--- src/hw/iosrd_consts.svh ---
// register offsets, field masks, reset values and address limits of the io space decoder
`ifndef IOSRD_CONSTS_SVH
`define IOSRD_CONSTS_SVH

// address limits, data-space addresses
`define IOSRD_DATA_OFFSET 9'h020
`define IOSRD_IO_TOP 9'h03f
`define IOSRD_BIT_TOP 9'h01f
`define IOSRD_EXT_BASE 9'h060
`define IOSRD_RESET_VALUE 8'h00

// io offsets
`define IOSRD_PORT_B_IN 6'h03
`define IOSRD_PORT_B_DIR 6'h04
`define IOSRD_PORT_B_OUT 6'h05
`define IOSRD_PORT_C_IN 6'h06
`define IOSRD_PORT_C_DIR 6'h07
`define IOSRD_PORT_C_OUT 6'h08
`define IOSRD_PORT_D_IN 6'h09
`define IOSRD_PORT_D_DIR 6'h0a
`define IOSRD_PORT_D_OUT 6'h0b
`define IOSRD_T0_FLAGS 6'h15
`define IOSRD_T1_FLAGS 6'h16
`define IOSRD_PC_FLAGS 6'h1b
`define IOSRD_EXT_FLAGS 6'h1c
`define IOSRD_EXT_MASK 6'h1d
`define IOSRD_SCRATCH_0 6'h1e
`define IOSRD_EE_CTRL 6'h1f
`define IOSRD_EE_DATA 6'h20
`define IOSRD_EE_ADDR_LO 6'h21
`define IOSRD_EE_ADDR_HI 6'h22
`define IOSRD_PRESCALE 6'h23
`define IOSRD_T0_CTRL_A 6'h24
`define IOSRD_T0_CTRL_B 6'h25
`define IOSRD_T0_COUNT 6'h26
`define IOSRD_T0_CMP_A 6'h27
`define IOSRD_T0_CMP_B 6'h28
`define IOSRD_PLL_CS 6'h29
`define IOSRD_SCRATCH_1 6'h2a
`define IOSRD_SCRATCH_2 6'h2b
`define IOSRD_SPI_CTRL 6'h2c
`define IOSRD_SPI_STAT 6'h2d

// implemented bits per register
`define IOSRD_MASK_FULL 8'hff
`define IOSRD_MASK_PORT_C 8'hf7
`define IOSRD_MASK_EE_CTRL 8'h3f
`define IOSRD_MASK_EE_ADDR_HI 8'h01
`define IOSRD_MASK_PRESCALE 8'h83
`define IOSRD_MASK_T0_CTRL_A 8'hf3
`define IOSRD_MASK_T0_CTRL_B 8'hcf
`define IOSRD_MASK_PLL_CTRL 8'h1e
`define IOSRD_MASK_PLL_LOCK 8'h01
`define IOSRD_MASK_SPI_STAT_CTRL 8'h01
`define IOSRD_MASK_T0_FLAGS 8'h07
`define IOSRD_MASK_T1_FLAGS 8'h2f
`define IOSRD_MASK_PC_FLAGS 8'h03
`define IOSRD_MASK_EXT_FLAGS 8'hff

`endif

--- src/hw/iosrd_pkg.sv ---
// types shared by the io space decoder and its flag registers
package iosrd_pkg;

   typedef enum logic [2:0]
   {
      io_read_op,
      io_write_op,
      data_load_op,
      data_write_op,
      single_bit_set_op,
      single_bit_clear_op,
      skip_when_bit_high_op,
      skip_when_bit_low_op
   } iosrd_op_t;

   typedef struct packed {
      logic valid;
      iosrd_op_t op;
      logic [8:0] addr;
      logic [2:0] bit_sel;
      logic [7:0] wdata;
   } iosrd_req_t;

   typedef struct packed {
      logic ack;
      logic [7:0] rdata;
      logic skip;
   } iosrd_rsp_t;

   typedef struct packed {
      logic [7:0] b;
      logic [7:0] c;
      logic [7:0] d;
   } iosrd_port_t;

   typedef struct packed {
      logic [7:0] timer0;
      logic [7:0] timer1;
      logic [7:0] pin_change;
      logic [7:0] ext_int;
   } iosrd_flags_t;

   typedef struct packed {
      logic pll_lock;
      logic [1:0] spi_flags;
   } iosrd_status_t;

   typedef struct packed {
      logic [7:0] ext_int_mask;
      logic [7:0] scratch_0;
      logic [7:0] eeprom_control;
      logic [7:0] eeprom_data;
      logic [7:0] eeprom_address_low;
      logic [7:0] eeprom_address_high;
      logic [7:0] timer_prescaler_control;
      logic [7:0] timer0_control_a;
      logic [7:0] timer0_control_b;
      logic [7:0] timer0_count;
      logic [7:0] timer0_compare_a;
      logic [7:0] timer0_compare_b;
      logic [7:0] pll_control;
      logic [7:0] scratch_1;
      logic [7:0] scratch_2;
      logic [7:0] serial_periph_control;
      logic [7:0] serial_periph_status;
   } iosrd_ctrl_t;

   typedef struct packed {
      logic [63:0][7:0] regs;
      iosrd_port_t pin_meta;
      iosrd_port_t pin_sync;
      iosrd_rsp_t rsp;
   } iosrd_state_t;

endpackage

--- src/hw/iosrd_decoder.sv ---
// io register space decoder: port, timer, pll, eeprom and serial control registers
`include "iosrd_consts.svh"

module iosrd_decoder
   import iosrd_pkg::*;
#(
   parameter int DATA_ADDR_W = 9
)
(
   // clock and reset
   input wire logic clk,
   input wire logic rst_n,
   // core access port
   input wire iosrd_req_t req,
   output iosrd_rsp_t rsp,
   // gpio pins
   input wire iosrd_port_t pins_in,
   output iosrd_port_t port_out,
   output iosrd_port_t port_dir,
   // peripheral events, status and control
   input wire iosrd_flags_t flag_set_evt,
   input wire iosrd_status_t periph_status,
   output iosrd_flags_t flags,
   output iosrd_ctrl_t ctrl
);

   if (DATA_ADDR_W != 9)
   begin : g_bad_addr_w
      $error("core address must be 9 bits wide");
   end

   localparam logic [3:0][5:0] FLAG_IDX =
      {`IOSRD_T0_FLAGS, `IOSRD_T1_FLAGS, `IOSRD_PC_FLAGS, `IOSRD_EXT_FLAGS};
   localparam logic [3:0][7:0] FLAG_MASK = {`IOSRD_MASK_T0_FLAGS, `IOSRD_MASK_T1_FLAGS,
      `IOSRD_MASK_PC_FLAGS, `IOSRD_MASK_EXT_FLAGS};

   iosrd_state_t state;
   iosrd_state_t next_state;
   logic [3:0][7:0] flag_q;
   logic [3:0][7:0] flag_evt;
   logic [3:0][7:0] flag_clr;
   logic dec_hit;
   logic [5:0] dec_idx;
   logic [7:0] rd_val;
   logic [7:0] wr_val;
   logic is_write;
   logic is_bit_op;
   logic is_skip;
   logic [7:0] bit_hot;
   logic [7:0] keep_bit;

   // software-writable bits; zero marks a slot with no storage
   function automatic logic [7:0] wmask(input logic [5:0] idx);
      unique case (idx)
         `IOSRD_PORT_B_DIR, `IOSRD_PORT_B_OUT, `IOSRD_PORT_D_DIR, `IOSRD_PORT_D_OUT,
         `IOSRD_EXT_MASK, `IOSRD_SCRATCH_0, `IOSRD_EE_DATA, `IOSRD_EE_ADDR_LO,
         `IOSRD_T0_COUNT, `IOSRD_T0_CMP_A, `IOSRD_T0_CMP_B, `IOSRD_SCRATCH_1,
         `IOSRD_SCRATCH_2, `IOSRD_SPI_CTRL:
            wmask = `IOSRD_MASK_FULL;
         `IOSRD_PORT_C_DIR, `IOSRD_PORT_C_OUT:
            wmask = `IOSRD_MASK_PORT_C;
         `IOSRD_EE_CTRL:
            wmask = `IOSRD_MASK_EE_CTRL;
         `IOSRD_EE_ADDR_HI:
            wmask = `IOSRD_MASK_EE_ADDR_HI;
         `IOSRD_PRESCALE:
            wmask = `IOSRD_MASK_PRESCALE;
         `IOSRD_T0_CTRL_A:
            wmask = `IOSRD_MASK_T0_CTRL_A;
         `IOSRD_T0_CTRL_B:
            wmask = `IOSRD_MASK_T0_CTRL_B;
         `IOSRD_PLL_CS:
            wmask = `IOSRD_MASK_PLL_CTRL;
         `IOSRD_SPI_STAT:
            wmask = `IOSRD_MASK_SPI_STAT_CTRL;
         default:
            wmask = '0;
      endcase
   endfunction

   // a slot with neither storage nor a live source
   function automatic logic reserved_slot(input logic [5:0] idx);
      reserved_slot = (wmask(idx) == '0) && !(idx inside {`IOSRD_PORT_B_IN,
         `IOSRD_PORT_C_IN, `IOSRD_PORT_D_IN, FLAG_IDX[3], FLAG_IDX[2], FLAG_IDX[1],
         FLAG_IDX[0]});
   endfunction

   // map a core address onto an io slot, {hit, index}
   function automatic logic [6:0] decode_req(input iosrd_req_t r);
      logic [8:0] rel;
      rel = r.addr - `IOSRD_DATA_OFFSET;
      decode_req = '0;
      unique case (r.op)
         data_load_op, data_write_op:
            // core file below, extended region above: no slot here
            if (r.addr >= `IOSRD_DATA_OFFSET && r.addr < `IOSRD_EXT_BASE)
               decode_req = {1'b1, rel[5:0]};
         single_bit_set_op, single_bit_clear_op,
         skip_when_bit_high_op, skip_when_bit_low_op:
            if (r.addr <= `IOSRD_BIT_TOP)
               decode_req = {1'b1, r.addr[5:0]};
         io_read_op, io_write_op:
            if (r.addr <= `IOSRD_IO_TOP)
               decode_req = {1'b1, r.addr[5:0]};
      endcase
   endfunction

   always_comb
   begin
      flag_evt = flag_set_evt;
      {dec_hit, dec_idx} = decode_req(req);
      is_write = req.op inside {io_write_op, data_write_op};
      is_bit_op = req.op inside {single_bit_set_op, single_bit_clear_op};
      is_skip = req.op inside {skip_when_bit_high_op, skip_when_bit_low_op};
      bit_hot = 8'h01 << req.bit_sel;
      // a clear op writes zero back at its own bit, so that one flag survives
      keep_bit = (req.op == single_bit_clear_op) ? bit_hot : 8'h00;
   end

   // read value of the addressed slot; reserved bits read zero
   always_comb
   begin
      rd_val = state.regs[dec_idx] & wmask(dec_idx);
      unique case (dec_idx)
         `IOSRD_PORT_B_IN:
            rd_val = state.pin_sync.b;
         `IOSRD_PORT_C_IN:
            rd_val = state.pin_sync.c & `IOSRD_MASK_PORT_C;
         `IOSRD_PORT_D_IN:
            rd_val = state.pin_sync.d;
         FLAG_IDX[3]:
            rd_val = flag_q[3];
         FLAG_IDX[2]:
            rd_val = flag_q[2];
         FLAG_IDX[1]:
            rd_val = flag_q[1];
         FLAG_IDX[0]:
            rd_val = flag_q[0];
         `IOSRD_PLL_CS:
            rd_val = (state.regs[dec_idx] & `IOSRD_MASK_PLL_CTRL)
               | {7'h00, periph_status.pll_lock};
         `IOSRD_SPI_STAT:
            rd_val = {periph_status.spi_flags, 5'h00,
               state.regs[dec_idx][0]};
         default:
            rd_val = state.regs[dec_idx] & wmask(dec_idx);
      endcase
   end

   // bit operations rewrite the whole register from what was read
   always_comb
   begin
      wr_val = req.wdata;
      if (req.op == single_bit_set_op)
         wr_val = rd_val | (8'h01 << req.bit_sel);
      else if (req.op == single_bit_clear_op)
         wr_val = rd_val & ~(8'h01 << req.bit_sel);
   end

   always_comb
   begin
      next_state = state;
      next_state.pin_meta = pins_in;
      next_state.pin_sync = state.pin_meta;
      next_state.rsp = '0;
      next_state.rsp.ack = req.valid;
      flag_clr = '0;
      if (req.valid && dec_hit)
      begin
         if (is_write || is_bit_op)
         begin
            // slots without storage keep zero, so reserved writes vanish
            next_state.regs[dec_idx] = wr_val & wmask(dec_idx);
            for (int k = 0; k < 4; k++)
            begin
               if (dec_idx == FLAG_IDX[k])
                  flag_clr[k] = wr_val;
            end
         end
         if (req.op inside {io_read_op, data_load_op})
            next_state.rsp.rdata = rd_val;
         if (is_skip)
            next_state.rsp.skip = (req.op == skip_when_bit_high_op)
               ? rd_val[req.bit_sel] : !rd_val[req.bit_sel];
      end
   end

   always_ff @(posedge clk or negedge rst_n)
   begin
      if (!rst_n)
         state <= '0;
      else
         state <= next_state;
   end

   for (genvar g = 0; g < 4; g++)
   begin : g_flags
      iosrd_w1c_flags #(
         .WIDTH(8),
         .VALID_MASK(FLAG_MASK[g])
      ) u_flags (
         .clk(clk),
         .rst_n(rst_n),
         .set_evt(flag_evt[g]),
         .clr(flag_clr[g]),
         .flags(flag_q[g])
      );
   end

   assign flags = flag_q;
   assign rsp = state.rsp;
   assign port_out = '{b: state.regs[`IOSRD_PORT_B_OUT], c: state.regs[`IOSRD_PORT_C_OUT],
      d: state.regs[`IOSRD_PORT_D_OUT]};
   assign port_dir = '{b: state.regs[`IOSRD_PORT_B_DIR], c: state.regs[`IOSRD_PORT_C_DIR],
      d: state.regs[`IOSRD_PORT_D_DIR]};
   assign ctrl = '{
      ext_int_mask: state.regs[`IOSRD_EXT_MASK],
      scratch_0: state.regs[`IOSRD_SCRATCH_0],
      eeprom_control: state.regs[`IOSRD_EE_CTRL],
      eeprom_data: state.regs[`IOSRD_EE_DATA],
      eeprom_address_low: state.regs[`IOSRD_EE_ADDR_LO],
      eeprom_address_high: state.regs[`IOSRD_EE_ADDR_HI],
      timer_prescaler_control: state.regs[`IOSRD_PRESCALE],
      timer0_control_a: state.regs[`IOSRD_T0_CTRL_A],
      timer0_control_b: state.regs[`IOSRD_T0_CTRL_B],
      timer0_count: state.regs[`IOSRD_T0_COUNT],
      timer0_compare_a: state.regs[`IOSRD_T0_CMP_A],
      timer0_compare_b: state.regs[`IOSRD_T0_CMP_B],
      pll_control: state.regs[`IOSRD_PLL_CS],
      scratch_1: state.regs[`IOSRD_SCRATCH_1],
      scratch_2: state.regs[`IOSRD_SCRATCH_2],
      serial_periph_control: state.regs[`IOSRD_SPI_CTRL],
      serial_periph_status: state.regs[`IOSRD_SPI_STAT]};
endmodule

--- src/hw/iosrd_w1c_flags.sv ---
// one status register of sticky flags, set by hardware, cleared by writing one
module iosrd_w1c_flags
   import iosrd_pkg::*;
#(
   parameter int WIDTH = 8,
   parameter logic [WIDTH-1:0] VALID_MASK = '1
)
(
   // clock and reset
   input wire logic clk,
   input wire logic rst_n,
   // hardware events and software clear strobes
   input wire logic [WIDTH-1:0] set_evt,
   input wire logic [WIDTH-1:0] clr,
   // flag state
   output logic [WIDTH-1:0] flags
);

   typedef struct packed {
      logic [WIDTH-1:0] flags;
   } iosrd_flag_state_t;

   iosrd_flag_state_t state;
   iosrd_flag_state_t next_state;

   if (WIDTH < 1 || WIDTH > 8)
   begin : g_bad_width
      $error("flag register width must be 1 to 8");
   end

   // set wins over a clear arriving in the same cycle
   always_comb
   begin
      next_state.flags = ((state.flags & ~clr) | set_evt) & VALID_MASK;
   end

   always_ff @(posedge clk or negedge rst_n)
   begin
      if (!rst_n)
         state <= '0;
      else
         state <= next_state;
   end

   assign flags = state.flags;
endmodule

--- config.mk ---
export PLATFORM = sky130hd
export DESIGN_NAME = iosrd_decoder
export DESIGN_NICKNAME = d
export VERILOG_FILES = /design/src/hw/iosrd_pkg.sv /design/src/hw/iosrd_decoder.sv /design/src/hw/iosrd_w1c_flags.sv
export VERILOG_INCLUDE_DIRS = /design/src /design/src/hw
export SDC_FILE = /design/constraint.sdc
export NUM_CORES = 1
export LEC_CHECK = 0
export ABC_AREA = 0
export BUFFER_PORTS_ARGS = -buffer_cell sky130_fd_sc_hd__buf_2
export CELL_PAD_IN_SITES_DETAIL_PLACEMENT = 0
export CELL_PAD_IN_SITES_GLOBAL_PLACEMENT = 1
export CORE_UTILIZATION = 40
export DETAILED_ROUTE_END_ITERATION = 10
export GPL_TIMING_DRIVEN = 0
export PLACE_DENSITY = 0.79
export SLEW_MARGIN = 40
export SYNTH_ARGS = -nofsm -noshare
export SYNTH_HDL_FRONTEND = slang
export SYNTH_SLANG_ARGS = --single-unit
--- constraint.sdc ---
create_clock -name clk -period 2.3 [get_ports clk]
set_input_delay 0.46 -clock clk [delete_from_list [all_inputs] [get_ports clk]]
set_output_delay 0.46 -clock clk [all_outputs]
set_load 0.01 [all_outputs]
==> summary.md, run 1 <==
| Metric | Value |
|---|---|
| Status | finished, violations left |
| Failing checks | setup timing |
| Fill cells | 5195 |
| Htree depth | 2 |
| Cell count after synthesis | 2230 |
| Global route overflow | 0 |
| Clk pwr share | 45.5% |
| Setup violators final | 455 |
| Sw Ratio | 25.3% |
| Final Critical Period | 3.97 ns |
| Data arrival, critical path | 4.47 ns |
| Antenna Nets Post-Route | 0 |
| Critical Path Max Stage Delay | 0.39 ns |
| Overall power | 19600 uW |
| Sequential share of power | 45.5% |
| Share of cells above drive strength 1 | 41.4% |
| Clock transition at the registers of the reported paths | 0.06 ns |
| #FFs+latches synth | 502 |
| Gr usage total | 34.1% |
| Unrepaired setup endpoints after global routing | yes |
| Die Y | 246 um |
| Post-Place Setup Slack | -3.61 ns |
| Starting Density | 40.5% |
| Final Max Slew Viols | 0 |
| CP Launch Type | input pin |
| Synthesized area | 0.0239 mm2 |
| Final instance area | 0.0316 mm2 |
| Relative slew slack | 31.5% |
| Leakage power | 0.0154 uW |
| Die X | 246 um |
| Register area | 0.0126 mm2 |
| Ys async rst share | 100% |
| Slew at the pin closest to its max-slew limit | 1.03 ns |
| WL/cell | 29.4 um |
| Internal Power | 14600 uW |
| Later-pin clock latency in the skew report | 0.64 ns |
| Max clock buf depth | 3 |
| CP Capture Type | flip-flop |
| PnR worst setup slack | -1.67 ns |
| CP delay by family, top | buffers and inverters |
| Most common cell after layout, fill and taps aside | dfrtp_1 |
| Number of global-route vias before repair | 20641 |
| Synth Flop Type | dfrtp_1 |
| Unique masters post-synth | 99 |
| Area post-placement | 0.0269 mm2 |
| Clock sink count | 502 |
| Residual DRC | 0 |
| Full die area | 0.0607 mm2 |
| TritonCTS buffer count | 52 |
| Combinational share of power | 9.0% |
| Initial drt markers | 2611 |
| Period utilisation layout | 173% |
| Worst min path class | in -> reg |
| CTS tree | built |
| Global-route wire length before repair | 147000 um |
| Final net count | 2803 |
| IO buf count | 278 |
| Most frequent cells in the layout | dfrtp_1, buf_2, buf_4 |
| Area Overhead vs Synth | 32.2% |
| Hpwl dp | 72800 um |
| Worst path required time | 2.80 ns |
| Critical path, cell by cell | buf_6, buf_8, buf_6, buf_6, buf_4, buf_4, mux2i_1, a22oi_1, o21ai_0, a21oi_1, nor2_1, a211oi_4, a211oi_4, a2bb2oi_4, buf_12, buf_6, nand2b_4, a21o_1 |
| Via density | 5.90 |
| CP bufs+invs | 8 |
| Maximum number of pins on one net before global-route repair | 79 |
| Row count | 89 |
| Core ar. | 0.0590 mm2 |
| Most frequent CP cell | buf_6 |
| Placer Congestion | 1.02 |
| Critical-path top delay cell | buf_4 |
| Multi-input gate area | 0.0107 mm2 |
| Sequential area share after synthesis | 52.6% |
| I/O pins | 311 |
| Pwr dens | 619 mW/mm2 |
| Initial antenna violation count | 0 |
| FMAX | 252 MHz |
| VDD IR-drop max | 0.569 mV |
| DR vias | 20834 |
| Post-Route Skew | 0.0295 ns |
| Clock Root Buffer | clkbuf_16 |
| Warnings from Yosys | 0 |
| Final Hold Viols | 0 |
| DRT Wirelength | 104000 um |
| DRT Pass-1 Iters | 5 |
| Max Cap Viol | 0 |
| Net Switching | 4950 uW |
| Avg Cell Area, Syn | 10.7 um2 |
| Worst Path Max Fanout | 10 |
| Setup Crit Path Kind | in -> reg |
| Post-synth EDFFs | 0 |
## power by group through the flow
stage          sequential [uW]  combinational, uW  clock [uW]
2_1_floorplan             9050                642           0
3_3_place_gp              9060               1360           0
3_5_place_dp              9050               1420           0
4_1_cts                   8890               1650        8960
5_1_grt                   8890               1810        9270
6_report                  8890               1760        8910
## cells in the mapped netlist (5+ instances only)
master / n / area, um2
a211oi_1: 21 / 158
a21o_1: 16 / 120
a21oi_1: 50 / 250
a221oi_1: 5 / 43.8
a222oi_1: 7 / 70.1
a22oi_1: 19 / 143
a2bb2oi_1: 7 / 61.3
a31oi_1: 8 / 50.1
and2_1: 42 / 263
buf_2: 42 / 210
buf_4: 221 / 1660
buf_6: 16 / 180
clkbuf_1: 42 / 158
dfrtp_1: 502 / 12600
ha_1: 6 / 75.1
inv_1: 12 / 45.0
mux2_2: 103 / 1160
mux2i_1: 52 / 521
mux4_2: 7 / 158
nand2_1: 225 / 845
nand2b_1: 19 / 119
nand3_1: 24 / 120
nand4_1: 6 / 37.5
nor2_1: 118 / 443
nor2b_1: 205 / 1280
nor3_1: 25 / 125
nor3b_1: 6 / 45.0
nor4_1: 5 / 31.3
o211ai_1: 7 / 52.6
o21a_1: 12 / 90.1
o21ai_0: 106 / 531
o21ai_1: 37 / 185
o221ai_1: 23 / 201
o22a_1: 8 / 70.1
o22ai_1: 61 / 382
o31ai_1: 33 / 248
o32a_1: 7 / 70.1
o32ai_1: 18 / 158
or3_1: 6 / 37.5
## cells by family after synthesis
group,synth area share [%]
xor+xnor,0.0367
compound gates,14.1
mux,7.70
other cells,0.0157
simple gates,15.7
fa+ha+maj,0.314
buf+inv,9.52
flops,52.6
## final cells by class
class	count	share of cell area, %
Clock inverter	18	0.828
Inverter	14	0.198
Antenna cell	3	0.0238
Timing Repair Buffer	415	9.50
Sequential cell	502	39.8
Tap cell	773	3.06
Buffer	324	8.06
Clock buffer	77	4.83
Multi-Input combinational cell	1403	33.7
## final timing paths
kind | from | to | slack, ns | cells past startpoint
setup / recovery | req[11] | g_flags[3].u_flags.flags[2]$_DFF_PN0_ | -1.67 | 18
hold / removal | flag_set_evt[18] | g_flags[2].u_flags.flags[2]$_DFF_PN0_ | 0.02 | 2
setup reg to reg | ctrl[33]$_DFFE_PN0P_ | ctrl[9]$_DFFE_PN0P_ | -0.84 | 12
hold reg to reg | next_state[23]$_DFF_PN0_ | state[23]$_DFF_PN0_ | 0.35 | 0
max in group asynchronous | rst_n | state[19]$_DFF_PN0_ | 0.42 | 5
min in group asynchronous | rst_n | ctrl[123]$_DFFE_PN0P_ | 0.36 | 2
## per-stage QoR
| step | hold WS [ns] | TNS, ns | cells | util [%] |
|---|---|---|---|---|
| after floorplan | 0.164 | -339.11 | 2243 | - |
| after global placement | 0.333 | -5590.30 | 3294 | 45.1 |
| after detailed placement | 0.336 | -954.27 | 3303 | 45.6 |
| after CTS | 0.00233 | -314.85 | 3510 | 52.7 |
| after global routing | 0.0184 | -386.74 | 3526 | 53.5 |
| final | 0.0250 | -364.59 | 3529 | 53.5 |
## repair_timing
item	4_1_cts	5_1_grt
buffers inserted	82	15
endpoints found under the hold margin	72	0
gates resized for setup	382	58
hold buffers	24	0
endpoints found under the setup margin	455	455
cloned	9	1
pin swaps	76	24
## per-layer routing
layer  up-vias  part of all wire, %  track usage (%)
met2      1281                   44             50.6
met1     10561                   39             45.5
met3       327                  9.9             7.47
li1       8665                    -                -
met5         -                    0                0
met4         0                  6.8             20.3
## worst reg2reg max path, stage by stage (launching register included)
cell,delay [ns]
dfrtp_1,0.46
or3b_2,0.47
a21oi_1,0.13
o21ai_1,0.17
o211ai_1,0.36
a311o_1,0.27
a2111oi_4,0.08
o31ai_2,0.25
nand2_2,0.13
o21a_4,0.16
buf_12,0.15
buf_8,0.14
mux2_2,0.26
## registers in the layout (all words and copies together) (netlist names)
register and flops:
ctrl 136, g_flags.u_flags.flags 18, next_state 23, port_dir 24, port_out 24, rsp 10, state 267
Note: power is estimated with default switching activity, not from simulation.
==> run 2: changes to the inputs <==
Settings changed: CORE_MARGIN from default to 2, GPL_TIMING_DRIVEN 0 to default.
==> run 2 against run 1 <==
Compared with the run above:
- the run still ends with setup timing left
- register-to-register slack improved by 0.04 ns
- cell count rose by 5.4%
- hold slack improved by 0.0022 ns
- count of clock-buffer cells in the layout fell by 1
- clock power rose by 2.5%
- die area rose by 1.6%
- critical endpoint is now ctrl[29]$_DFFE_PN0P_
- routed wire length fell by 6.9%
- sequential power barely moved
- critical path depth did not move
- global-route usage fell by 3.0 points
==> summary.md, run 2 (synthesis gave the netlist of run 1 again) <==
| Metric | Value |
|---|---|
| Most common cell after layout, fill and taps aside | buf_4 |
| Clock Root Buffer | clkbuf_16 |
| Slew at the pin closest to its max-slew limit | 0.751 ns |
| Htree depth | 2 |
| Post-Place Cells | 3576 |
| Final Max Slew Viols | 0 |
| CP Launch Type | input pin |
| Global route overflow | 0 |
| FF-to-FF End | ctrl[17]$_DFFE_PN0P_ |
| Worst path required time | 2.84 ns |
| Area Overhead vs Synth | 34.9% |
| Min-Delay Startpoint | flag_set_evt[1] |
| Placer Congestion | 0.986 |
| Status | finished, violations left |
| Starting Density | 40.5% |
| CTS tree | built |
| Global-route wire length before repair | 140000 um |
| DR vias | 20901 |
| Final Hold Viols | 0 |
| Leakage power | 0.0161 uW |
| Hpwl dp | 73000 um |
| TNS Setup | -270.43 ns |
| TritonCTS buffer count | 54 |
| Row count | 89 |
| Flop2flop setup slack | -0.80 ns |
| Non-filler cells, final | 3720 |
| Worst Path Max Fanout | 11 |
| Antenna Nets Post-Route | 0 |
| Initial antenna violation count | 0 |
| Ant diodes | 0 |
| Core ar. | 0.0590 mm2 |
| FMAX | 299 MHz |
| Pwr dens | 613 mW/mm2 |
| Worst r2r src | ctrl[121]$_DFFE_PN0P_ |
| Grt met3 use | 6.01% |
| Max Cap Viol | 0 |
| Most frequent cells in the layout | buf_4, dfrtp_1, buf_2 |
| Met2 GRT Util | 48.8% |
| DRT Pass-1 Iters | 8 |
| Met1 Resource Use GR | 42.5% |
| Largest Register | state |
| CP Capture Type | flip-flop |
| Setup violators final | 455 |
| Via density | 5.62 |
| Most Used Layer, Global Route | met2 |
| Worst min path class | in -> reg |
| IO buf count | 281 |
| Worst Hold Depth | 2 |
| Relative slew slack | 49.7% |
| Die X | 248 um |
| Share of cells above drive strength 1 | 42.6% |
| Full die area | 0.0617 mm2 |
| Worst r2r path cells | 12 |
| Final net count | 2996 |
| Max clock buf depth | 3 |
| Residual DRC | 0 |
| Initial drt markers | 2268 |
| Setup Crit Path Kind | in -> reg |
| Failing checks | setup timing |
| Die Y | 248 um |
| I/O pins | 311 |
| Maximum number of pins on one net before global-route repair | 90 |
| VDD IR-drop max | 0.588 mV |
| Number of global-route vias before repair | 21068 |
| Gr usage total | 31.1% |
| PnR worst setup slack | -1.05 ns |
| Fill cells | 5142 |
| Clock sink count | 502 |
| Clock transition at the registers of the reported paths | 0.06 ns |
| DRT Wirelength | 96800 um |
| Period utilisation layout | 146% |
| Overall power | 19700 uW |
| Share of the core filled with cells | 54.6% |
| Final Critical Period | 3.35 ns |
| Min Hold Slack | 0.0272 ns |
| Largest register FFs | 267 |
| Data arrival, critical path | 3.89 ns |
| Post-Route Skew | 0.0299 ns |
| Unrepaired setup endpoints after global routing | yes |
| Later-pin clock latency in the skew report | 0.63 ns |
| Hold Path End | g_flags[0].u_flags.flags[1]$_DFF_PN0_ |
| WL/cell | 26.0 um |
-- run 2: how the worst max path moves through the flow --
stage               cells past startpoint  slack [ns]     from                               endpoint
floorplan                              20       -1.78  req[16]                       rsp[0]$_DFF_PN0_
CTS                                    19       -0.99  req[16]  g_flags[2].u_flags.flags[5]$_DFF_PN0_
global route                           20       -1.16  req[17]  g_flags[2].u_flags.flags[5]$_DFF_PN0_
finish                                 18       -1.05  req[16]                   ctrl[29]$_DFFE_PN0P_
global placement                       18       -2.05  req[16]                   ctrl[75]$_DFFE_PN0P_
detailed placement                     18       -2.04  req[16]               port_out[19]$_DFFE_PN0P_
-- run 2: layer usage --
metal  routed length [um]  share of wire, %
met2                44400                46
met1                39500                41
met5                    0                 0
met4                 4430               4.6
met3                 8380               8.7
-- run 2: cell type report --
type / instances / area, um2 / share of cell area [%]
Multi-Input combinational cell: 1402 / 9750 / 30.3
Clock inverter: 22 / 302 / 0.936
Inverter: 14 / 57.6 / 0.179
Clock buffer: 76 / 1540 / 4.79
Timing Repair Buffer: 931 / 7040 / 21.9
Sequential cell: 502 / 12600 / 39.0
Tap cell: 773 / 967 / 3.00
-- run 2: critical path: stages --
cell      delay, ns
buf_6          0.10
and4bb_4       0.32
a21o_1         0.14
o21ai_4        0.10
nor2_4         0.16
inv_4          0.07
ha_4           0.17
nor4b_4        0.27
a31oi_1        0.10
a211o_1        0.31
o21a_1         0.13
or4_1          0.47
and4bb_4       0.37
o311ai_2       0.10
nand2_2        0.16
nand2b_4       0.14
buf_16         0.20
o21ai_1        0.12
-- run 2: repair_timing --
action | CTS | global route
pin swaps | 31 | 3
resized for setup | 104 | 44
buffers inserted | 14 | 3
hold endpoints to repair | 56 | 0
cloned | 2 | 2
hold buffers | 25 | 0
endpoints found under the setup margin | 455 | 455
-- run 2: metrics by stage --
| step | setup WS [ns] | instance area [um2] |
|---|---|---|
| 6_report | -1.05 | 32200 |
| 5_1_grt | -1.16 | 32200 |
| 2_1_floorplan | -1.78 | 24300 |
| 3_5_place_dp | -2.04 | 29500 |
| 4_1_cts | -0.989 | 32000 |
| 3_3_place_gp | -2.05 | 29500 |
-- run 2: power breakdown --
group	switching (uW)	leakage [uW]	internal [uW]
sequential	16.0	0.00680	8880
combinational	1060	0.00840	663
clock	3770	0.000904	5360
==> run 3: changes to the inputs <==
Settings changed: CELL_PAD_IN_SITES_DETAIL_PLACEMENT 0 to default, CELL_PAD_IN_SITES_GLOBAL_PLACEMENT 1 to default, CORE_UTILIZATION 40 to 52, PLACE_DENSITY 0.79 to 0.81.
==> run 3 against run 2 <==
Compared with the run above:
- the run still ends with setup timing left
- cell count is 3.6% lower
- register-to-register slack worse by 0.09 ns
- sequential share of layout area is 2.0 points lower
- largest cell class unchanged
- highest routed layer unchanged
==> summary.md, run 3 (synthesis gave the netlist of run 1 again) <==
| Metric | Value |
|---|---|
| Initial antenna violation count | 1 |
| Htree depth | 2 |
| Full die area | 0.0477 mm2 |
| Final net count | 3035 |
| Die Y | 218 um |
| Setup Crit Path Kind | in -> reg |
| Global route overflow | 0 |
| TritonCTS buffer count | 51 |
| Max Cap Viol | 0 |
| Final Critical Period | 3.46 ns |
| Relative slew slack | 37.6% |
| Failing checks | setup timing |
| Critical-path top delay cell | and4b_2 |
| DR vias | 23300 |
| CP bufs+invs | 6 |
| Placer Congestion | 1.06 |
| Fill cells | 2738 |
| Most frequent cells in the layout | buf_4, dfrtp_1, buf_2 |
| Core ar. | 0.0454 mm2 |
| Share of cells above drive strength 1 | 47.8% |
| Leakage power | 0.0169 uW |
| Die X | 218 um |
| Most common cell after layout, fill and taps aside | buf_4 |
| DRT Wirelength | 107000 um |
| Residual DRC | 0 |
| PnR worst setup slack | -1.16 ns |
| Internal Power | 14700 uW |
| CTS tree | built |
| DRT Pass-1 Iters | 6 |
| Clock transition at the registers of the reported paths | 0.07 ns |
| VDD IR-drop max | 0.563 mV |
| Initial drt markers | 3367 |
| Share of the core filled with cells | 74.8% |
| CP delay by family, top | compound AO/OA/AOI/OAI gates |
| Final instance area | 0.0340 mm2 |
| Worst Path Max Fanout | 7 |
| Clock Root Buffer | clkbuf_16 |
| Worst path required time | 2.85 ns |
| Combinational share of power | 10.0% |
| Critical Path Max Stage Delay | 0.37 ns |
| Status | finished, violations left |
| Maximum number of pins on one net before global-route repair | 62 |
| Largest Register | state |
| Max clock buf depth | 3 |
| Area Overhead vs Synth | 42.2% |
| Setup violators final | 264 |
| Global-route wire length before repair | 150000 um |
| CP Capture Type | flip-flop |
| Post-Route Skew | 0.0412 ns |
| Clk pwr share | 44.7% |
| Starting Density | 52.6% |
| Final Hold Viols | 0 |
| Unrepaired setup endpoints after global routing | yes |
| Gr usage total | 43.2% |
| Clock sink count | 502 |
| Later-pin clock latency in the skew report | 0.64 ns |
| Final Max Slew Viols | 0 |
| Period utilisation layout | 151% |
| Most frequent CP cell | o21ai_4 |
| Row count | 78 |
| WL/cell | 29.8 um |
| Worst min path class | in -> reg |
| Pwr dens | 579 mW/mm2 |
| Area post-placement | 0.0291 mm2 |
| Critical path, cell by cell | buf_8, and4bb_4, a21o_1, o21ai_4, nor2_4, inv_4, ha_4, nor4b_2, a31oi_2, a211o_1, buf_6, buf_6, o21ai_4, a31oi_1, and4b_2, a211oi_2, o21ai_2, nand2_4, buf_12, buf_16, o21ai_4 |
| Largest register FFs | 267 |
| Slew at the pin closest to its max-slew limit | 0.936 ns |
| I/O pins | 311 |
| Hpwl dp | 68600 um |
| Number of global-route vias before repair | 23283 |
| Sequential share of power | 45.2% |
| CP Launch Type | input pin |
| Via density | 6.50 |
| IO buf count | 281 |
| Net Switching | 4980 uW |
| FMAX | 289 MHz |
| Antenna Nets Post-Route | 0 |
| Data arrival, critical path | 4.02 ns |
| Sw Ratio | 25.3% |
## run 3: cell type report
class | count | area, um2 | area share [%]
Antenna cell | 1 | 2.50 | 0.00737
Clock buffer | 71 | 1500 | 4.42
Clock inverter | 22 | 253 | 0.744
Inverter | 14 | 57.6 | 0.169
Multi-Input combinational cell | 1403 | 10900 | 32.1
Sequential cell | 502 | 12600 | 37.0
Tap cell | 600 | 751 | 2.21
Timing Repair Buffer | 972 | 7910 | 23.3
## run 3: repair_timing
| action | CTS | global route |
|---|---|---|
| hold buffers | 25 | 0 |
| endpoints found under the setup margin | 452 | 379 |
| setup buffers | 41 | 34 |
| gates cloned | 16 | 2 |
| gates resized for setup | 309 | 174 |
| hold endpoints to repair | 57 | 0 |
| pin swaps | 104 | 66 |
## run 3: routing by layer
layer / vias to the layer above / GRT usage [%] / routed length [um] / share of wire [%]
met5: - / 0 / 0 / 0
met1: 11275 / 52.9 / 36400 / 34
met4: 0 / 31.5 / 10300 / 9.6
met3: 757 / 13.6 / 14100 / 13
li1: 9097 / - / - / -
met2: 2171 / 64.3 / 45900 / 43
## run 3: worst register-to-register path: cells and delay by family, from the launching register on
family | cells | cell delay (ns)
buffers and inverters | 4 | 0.63
DFF | 1 | 0.38
and+or+nand+nor | 2 | 0.54
AOI/OAI and AO/OA | 7 | 1.23
muxes | 1 | 0.28
## run 3: power groups by stage
stage | Sequential (uW) | Combinational, uW | Clock [uW]
2_1_floorplan | 9050 | 642 | 0
3_3_place_gp | 9050 | 1540 | 0
3_5_place_dp | 9050 | 1560 | 0
4_1_cts | 8890 | 1800 | 8750
5_1_grt | 8890 | 2020 | 9160
6_report | 8890 | 1970 | 8800
## run 3: metrics by stage
stage / hold slack (ns) / cells / setup TNS, ns / setup WS (ns) / power [uW]
after floorplan: 0.164 / 2243 / -339.11 / -1.78 / 9690
after global placement: 0.336 / 3386 / -508.62 / -1.68 / 10600
after detailed placement: 0.335 / 3386 / -526.12 / -1.73 / 10600
after CTS: 0.000509 / 3558 / -175.41 / -0.989 / 19400
after global routing: 0.00790 / 3585 / -221.33 / -1.19 / 20100
final: 0.00506 / 3585 / -207.36 / -1.16 / 19700
## run 3: final timing paths
| check | cells after the start | slack [ns] | to | from |
|---|---|---|---|---|
| min in group asynchronous | 2 | 0.43 | state[110]$_DFFE_PN0P_ | rst_n |
| hold reg to reg | 0 | 0.35 | state[19]$_DFF_PN0_ | next_state[19]$_DFF_PN0_ |
| setup / recovery | 21 | -1.16 | ctrl[40]$_DFFE_PN0P_ | req[22] |
| hold / removal | 2 | 0.005 | g_flags[2].u_flags.flags[0]$_DFF_PN0_ | flag_set_evt[16] |
| setup reg to reg | 14 | -0.89 | ctrl[65]$_DFFE_PN0P_ | ctrl[9]$_DFFE_PN0P_ |
| max in group asynchronous | 3 | 1.14 | g_flags[0].u_flags.flags[4]$_DFF_PN0_ | rst_n |
